[src/common/cds_map.vh]
// Function
// - outside synchronous mode the transceiver shows its interrupt on data line 3 for the link.
// - setting bit 4 through set address 3Ah connects the positive-line charger pull-up.
// - writing 20h to set address 3Ah connects the negative-line pull-up, independently.
// - outside synchronous mode the transceiver shows the two line state bits on data 0 and 1.
// - the id resistor code is 3 bits and 100 kohm to ground reads 010.
// - the conversion done flag clears when the id conversion register is read.
// - the conversion start bit clears once the conversion has completed.
`ifndef CDS_MAP_VH
`define CDS_MAP_VH
`define CDS_ADDR_FUNC_CTRL 6'h04
`define CDS_ADDR_FUNC_SET 6'h05
`define CDS_ADDR_FUNC_CLR 6'h06
`define CDS_ADDR_RID_WR 6'h36
`define CDS_ADDR_RID_SET 6'h37
`define CDS_ADDR_RID_CLR 6'h38
`define CDS_ADDR_IOPM_WR 6'h39
`define CDS_ADDR_IOPM_SET 6'h3a
`define CDS_ADDR_IOPM_CLR 6'h3b
`define CDS_FUNC_RESET 8'h41
`define CDS_IOPM_RESET 8'h04
`define CDS_RID_RESET 8'h00
`define CDS_BIT_PU_POS 4
`define CDS_BIT_PU_NEG 5
`define CDS_BIT_RID_DONE 3
`define CDS_BIT_RID_START 4
`define CDS_RID_100K 3'h2
`define CDS_CONV_TIME_US 282
`define CDS_CLK_MHZ 10
`define CDS_CONV_CYCLES (`CDS_CONV_TIME_US * `CDS_CLK_MHZ)
`endif

[src/core/cds_phy_regs.v]
`timescale 1ns/1ps
`include "cds_map.vh"
module cds_phy_regs #(
   parameter CONV_CYCLES = `CDS_CONV_CYCLES
) (
   input wire sys_clk,
   input wire reset_n,
   input wire sync_mode,
   input wire session_valid,
   input wire session_irq,
   input wire line_state_bit0,
   input wire line_state_bit1,
   input wire id_ground_seen,
   input wire [2:0] rid_measured,
   input wire reg_wr,
   input wire reg_rd,
   input wire [5:0] reg_addr,
   input wire [7:0] reg_wdata,
   output reg [7:0] reg_rdata,
   output reg [7:0] ulpi_data_out,
   output reg chg_pullup_pos,
   output reg chg_pullup_neg,
   output reg id_pull_up_enable,
   output reg [7:0] func_ctrl
);
   reg [7:0] iopm;
   reg [7:0] rid;
   reg [2:0] id_resistor_code;
   reg id_conv_done;
   reg id_conv_start;
   reg [12:0] conv_cnt;
   wire conv_end;
   wire rid_read;
   reg [7:0] next_iopm;
   reg [7:0] next_rid;
   reg [7:0] next_func;
   wire [31:0] conv_full;
   wire [12:0] conv_load;
   wire start_load;

   // write, set and clear share one decode for the io and id triplets; function control write takes the byte directly
   function [7:0] wsc;
      input [7:0] cur;
      input [7:0] wd;
      input [1:0] kind;
      begin
         case (kind)
            2'd0: wsc = wd;
            2'd1: wsc = cur | wd;
            2'd2: wsc = cur & ~wd;
            default: wsc = cur;
         endcase
      end
   endfunction

   assign conv_end = id_conv_start && (conv_cnt == 13'd1);
   assign rid_read = reg_rd && (reg_addr >= `CDS_ADDR_RID_WR) && (reg_addr <= `CDS_ADDR_RID_CLR);
   // the counter is 13 bits, enough for the full conversion time
   assign conv_full = CONV_CYCLES;
   assign conv_load = conv_full[12:0];
   assign start_load = !id_conv_start && next_rid[`CDS_BIT_RID_START];

   always @* begin
      next_func = func_ctrl;
      next_iopm = iopm;
      next_rid = rid;
      if (reg_wr) begin
         case (reg_addr)
            `CDS_ADDR_FUNC_CTRL: next_func = reg_wdata;
            `CDS_ADDR_FUNC_SET: next_func = wsc(func_ctrl, reg_wdata, 2'd1);
            `CDS_ADDR_FUNC_CLR: next_func = wsc(func_ctrl, reg_wdata, 2'd2);
            `CDS_ADDR_IOPM_WR: next_iopm = wsc(iopm, reg_wdata, 2'd0);
            `CDS_ADDR_IOPM_SET: next_iopm = wsc(iopm, reg_wdata, 2'd1);
            `CDS_ADDR_IOPM_CLR: next_iopm = wsc(iopm, reg_wdata, 2'd2);
            `CDS_ADDR_RID_WR: next_rid = wsc(rid, reg_wdata, 2'd0);
            `CDS_ADDR_RID_SET: next_rid = wsc(rid, reg_wdata, 2'd1);
            `CDS_ADDR_RID_CLR: next_rid = wsc(rid, reg_wdata, 2'd2);
            default: next_rid = rid;
         endcase
      end
      // reserved bits stay zero whatever the host writes
      next_iopm = next_iopm & 8'hfe;
      next_rid = next_rid & 8'h50;
   end

   // every address of a triplet reads the same register
   function [7:0] read_mux;
      input [5:0] addr;
      input [7:0] fc;
      input [7:0] io;
      input [7:0] rv;
      input done;
      input [2:0] code;
      begin
         case (addr)
            `CDS_ADDR_FUNC_CTRL, `CDS_ADDR_FUNC_SET, `CDS_ADDR_FUNC_CLR: begin
               read_mux = fc;
            end
            `CDS_ADDR_IOPM_WR, `CDS_ADDR_IOPM_SET, `CDS_ADDR_IOPM_CLR: begin
               read_mux = io;
            end
            `CDS_ADDR_RID_WR, `CDS_ADDR_RID_SET, `CDS_ADDR_RID_CLR: begin
               read_mux = {rv[7:4], done, code};
            end
            default: begin
               read_mux = 8'h00;
            end
         endcase
      end
   endfunction

   // function control and io power management registers
   always @(posedge sys_clk) begin
      if (!reset_n) begin
         func_ctrl <= `CDS_FUNC_RESET;
         iopm <= `CDS_IOPM_RESET;
      end else begin
         func_ctrl <= next_func;
         iopm <= next_iopm;
      end
   end

   // completion drops the start bit even against a host write in that cycle
   always @(posedge sys_clk) begin
      if (!reset_n) begin
         rid <= `CDS_RID_RESET;
      end else if (conv_end) begin
         rid <= next_rid & ~(8'h01 << `CDS_BIT_RID_START);
      end else begin
         rid <= next_rid;
      end
   end

   // pull-ups follow the register bits one cycle after the write
   always @(posedge sys_clk) begin
      if (!reset_n) begin
         chg_pullup_pos <= 1'b0;
         chg_pullup_neg <= 1'b0;
      end else begin
         chg_pullup_pos <= next_iopm[`CDS_BIT_PU_POS];
         chg_pullup_neg <= next_iopm[`CDS_BIT_PU_NEG];
      end
   end

   // biased on id ground too, so the converter never sees a floating pin
   always @(posedge sys_clk) begin
      if (!reset_n) begin
         id_pull_up_enable <= 1'b0;
      end else begin
         id_pull_up_enable <= id_ground_seen | next_rid[`CDS_BIT_RID_START];
      end
   end

   // conversion timer: start bit follows the register until completion
   always @(posedge sys_clk) begin
      if (!reset_n) begin
         id_conv_start <= 1'b0;
         conv_cnt <= 13'd0;
      end else begin
         if (conv_end) begin
            id_conv_start <= 1'b0;
         end else begin
            id_conv_start <= next_rid[`CDS_BIT_RID_START];
         end
         if (start_load) begin
            conv_cnt <= conv_load;
         end else if (conv_cnt != 13'd0) begin
            conv_cnt <= conv_cnt - 13'd1;
         end
      end
   end

   // completion wins over a read in the same cycle
   always @(posedge sys_clk) begin
      if (!reset_n) begin
         id_resistor_code <= 3'h0;
         id_conv_done <= 1'b0;
      end else begin
         if (conv_end) begin
            id_resistor_code <= rid_measured;
            id_conv_done <= 1'b1;
         end else if (rid_read) begin
            id_conv_done <= 1'b0;
         end
      end
   end

   // read data lags the address by one cycle
   always @(posedge sys_clk) begin
      if (!reset_n) begin
         reg_rdata <= 8'h00;
      end else begin
         reg_rdata <= read_mux(reg_addr, func_ctrl, iopm, rid, id_conv_done, id_resistor_code);
      end
   end

   // low power data bus: line state on 0/1, interrupt on 3 outside sync mode only
   always @(posedge sys_clk) begin
      if (!reset_n) begin
         ulpi_data_out <= 8'h00;
      end else if (sync_mode) begin
         ulpi_data_out <= {6'h00, line_state_bit1, line_state_bit0};
      end else begin
         ulpi_data_out <= {4'h0, session_irq, 1'b0, line_state_bit1, line_state_bit0};
      end
   end
endmodule // cds_phy_regs
[config.mk]
export PLATFORM = sky130hd
export DESIGN_NAME = cds_phy_regs
export DESIGN_NICKNAME = d
export VERILOG_FILES = /design/src/core/cds_phy_regs.v
export VERILOG_INCLUDE_DIRS = /design/src /design/src/common
export SDC_FILE = /design/constraint.sdc
export NUM_CORES = 1
export LEC_CHECK = 0
export ABC_AREA = 1
export ABC_CLOCK_PERIOD_IN_PS = 1800
export BUFFER_PORTS_ARGS = -buffer_cell sky130_fd_sc_hd__buf_2
export CORE_MARGIN = 2
export CORE_UTILIZATION = 41
export DETAILED_ROUTE_END_ITERATION = 10
export SETUP_SLACK_MARGIN = 0.4
export SYNTH_ARGS = -nofsm -noshare
export SYNTH_HDL_FRONTEND = slang
export SYNTH_SLANG_ARGS = --single-unit
[constraint.sdc]
create_clock -name sys_clk -period 1.8 [get_ports sys_clk]
set_clock_uncertainty 0.15 [all_clocks]
set_input_delay 0.45 -clock sys_clk [delete_from_list [all_inputs] [get_ports sys_clk]]
set_output_delay 0.45 -clock sys_clk [all_outputs]
set_load 0.03 [all_outputs]
==> flow_metrics.py <==
metrics = {
    "pwr": {
        "p_leak_nw": 1.422,
        "p_per_area_nw_per_um2": 1006,
        "peakVddDrop_mv": 0.7560,
    },
    "placement": {
        "dpl.cell_count": 450,
        "gp_congestion": 0.8360,
        "io_buffer_count": 47,
        "dp_hpwl_um": 4098,
    },
    "global_route": {
        "grt.busiest_layer": "met2",
        "overflow": 0,
        "grt_use_met2_pct": 33.30,
        "grt_pass1_vias": 2066,
        "grt_pass1_wl_um": 9811,
        "use_met3_pct": 4.000,
        "grt.total_usage_pct": 20.56,
        "grt_start_max_net_pins": 17,
        "antenna_found_initial": 0,
        "use_met1_pct": 28.04,
    },
    "timing": {
        "hold_viol_final": 0,
        "rsz0062_at_grt": "yes",
        "finalCriticalPeriod_ns": 1.432,
        "setup_viol": 0,
        "fin_crit_sh_pct": 79.54,
        "maxSlewViolCount": 0,
        "fmax_mhz": 698.5,
        "fin_tns_setup_ns": 0,
    },
    "drt": {
        "drt_wl_total_um": 6100,
        "drc": 0,
        "routed_via_density": 4.943,
        "antenna_left": 0,
        "drtPass1Iterations": 4,
        "wl_per_cell_um": 12.82,
        "first_iter_violations": 94,
        "vias": 2353,
    },
    "synthesis": {
        "synth_top_area_share_pct": 41.79,
        "avgSynthCellArea_um2": 6.718,
        "ys.flop_type": "dfxtp_1",
        "synth-seq-cells": 46,
        "synth.area.top_cells": "dfxtp_1 42%, nand2_1 18%, nor2_1 8.3%",
        "synth_area_leader_cell": "dfxtp_1",
        "ys_seq_area_share_pct": 41.79,
        "yosys_warnings": 0,
        "syn_area_um2": 2203,
        "syn_inst": 328,
        "synth_edf_count": 0,
        "synthArstFlopShare_pct": 0,
        "ys_types": 29,
    },
    "floorplanning": {
        "die_w_um": 77.31,
        "start_util_pct": 42.87,
        "dieArea_um2": 5976,
        "core_region_area_um2": 5140,
        "placementRows": 26,
        "ios": 54,
        "fp.dieH_um": 77.31,
    },
    "min_path": {
        "holdCritPathClass": "in -> reg",
        "min_path_cells": 2,
        "min_to": "ulpi_data_out[3]",
        "min_from": "sync_mode",
    },
    "critical_path": {
        "cp_max_fo": 5,
        "reg2reg_slack_ns": 0.37,
        "cp.required_ns": 1.86,
        "timing.rr.end": "id_resistor_code[0]",
        "arrival_ns": 1.49,
        "crit_path_end_kind": "register",
        "start_kind": "register",
        "rr_startpoint": "conv_cnt[1]",
        "path_class": "reg -> reg",
        "r2r_cells": 7,
    },
    "run": {
        "drv_cap": 0,
    },
    "layout": {
        "nNetsFinal": 435,
        "multi_input_area_um2": 1436,
        "drive_above_1_share_pct": 40.89,
        "diodes": 0,
        "regArea_um2": 949.7,
        "n_fill_cell": 466,
        "syn2layout_area_growth_pct": 48.55,
        "fin_cells": 476,
    },
    "clocking": {
        "clk_latency_ns": 0.30,
        "numCtsBuffers": 5,
        "ctsHtreeMaxLevel": 2,
        "clk_pin_slew_ns": 0.10,
        "cts_tree": "built",
        "clock-root-buffer": "clkbuf_8",
        "clock-sinks": 46,
        "cts.path.max_buffers": 2,
    },
    "status": {
        "status": "finished, final reports clean",
    },
}
placed cells by master, fill, tap and decap left out, types with 9 or more instances in the layout:
cell type and instances:
a21oi_1 16, buf_2 21, buf_4 29, buf_6 20, dfxtp_1 25, dfxtp_2 20, inv_1 22, nand2_1 96
nand2_2 9, nand3_1 9, nor2_1 29, nor2_2 9, nor2_4 12, o21ai_0 18
synthesized netlist by cell type, drive strengths merged (2+ instances only):
cell,number
nand2,108
nor2,50
dfxtp,46
inv,31
a21oi,22
o21ai,21
nand3,18
buf,6
a31oi,5
xor2,5
ha,3
nor3,3
clkbuf,2
cells by family (layout without fill, tap and decap cells):
logic type | count (synthesis) | count (layout) | synth area share, %
flops | 46 | 46 | 41.79
compound gates | 51 | 51 | 12.38
fa+ha+maj | 3 | 3 | 1.704
buf+inv | 39 | 111 | 7.553
xor+xnor | 6 | 6 | 2.385
simple gates | 182 | 184 | 34.02
other cells | 1 | 5 | 0.1702
worst max path at each step:
stage                start                   to  slack (ns)  cells after the start
4_1_cts        conv_cnt[0]          conv_cnt[3]        0.35                      8
3_5_place_dp   reg_addr[5]              iopm[2]       -0.03                      8
3_3_place_gp   reg_addr[5]          conv_cnt[0]      -0.005                      8
2_1_floorplan  reg_addr[5]          conv_cnt[3]        0.37                      7
6_report       conv_cnt[1]  id_resistor_code[0]        0.37                      7
5_1_grt        conv_cnt[8]          conv_cnt[0]        0.27                      7
repair_timing:
action,CTS,global route
setup endpoints to repair,49,62
cloned,2,0
hold buffers,0,0
pin swaps,14,21
resized for setup,69,72
buffers inserted,6,10
final cells by class:
class | count | share of cell area (%)
sequential | 46 | 29.01
inverter | 31 | 4.014
clock inverter | 3 | 0.7263
timing repair buffer | 72 | 17.58
multi-input combinational | 249 | 43.88
clock buffer | 5 | 2.102
tap | 70 | 2.676
where the power goes:
part / total, mW / switching [mW] / internal, mW
Combinational: 1.39 / 0.799 / 0.591
Sequential: 1.24 / 0.120 / 1.12
Clock: 0.659 / 0.381 / 0.278
Total: 3.29 / 1.30 / 1.99
critical path, cell delays in order (launching register included):
cell,delay [ns]
dfxtp_2,0.35
inv_4,0.08
ha_1,0.14
nand2_1,0.06
nor3_2,0.16
nand3_2,0.17
o21ai_0,0.18
nor2_1,0.05
metal layers:
metal  part of all wire [%]  vias up
met5                      0        -
met4                   0.97        0
met1                     47     1090
li1                       -     1190
met3                    4.3        8
met2                     48       65
sequential cells by signal, indices dropped and copies added (netlist names):
register	cells
func_ctrl	8
ulpi_data_out	3
id_pull_up_enable	1
id_conv_start	1
id_resistor_code	3
id_conv_done	1
conv_cnt	13
reg_rdata	8
rid	1
iopm	7
metrics by stage:
stage	hold WS, ns	setup WS (ns)	power, mW	instance area, um^2	utilization (%)
3_5_place_dp	0.2962	-0.02587	2.154	2621	51.00
3_3_place_gp	0.2911	-0.005205	2.148	2621	51.00
6_report	0.1366	0.3684	3.293	3273	63.68
2_1_floorplan	0.2792	0.3717	1.975	2287	-
5_1_grt	0.1268	0.2672	3.537	3273	63.68
4_1_cts	0.1308	0.3499	3.008	2973	57.84
No activity file was read; power rests on OpenSTA's default activity.
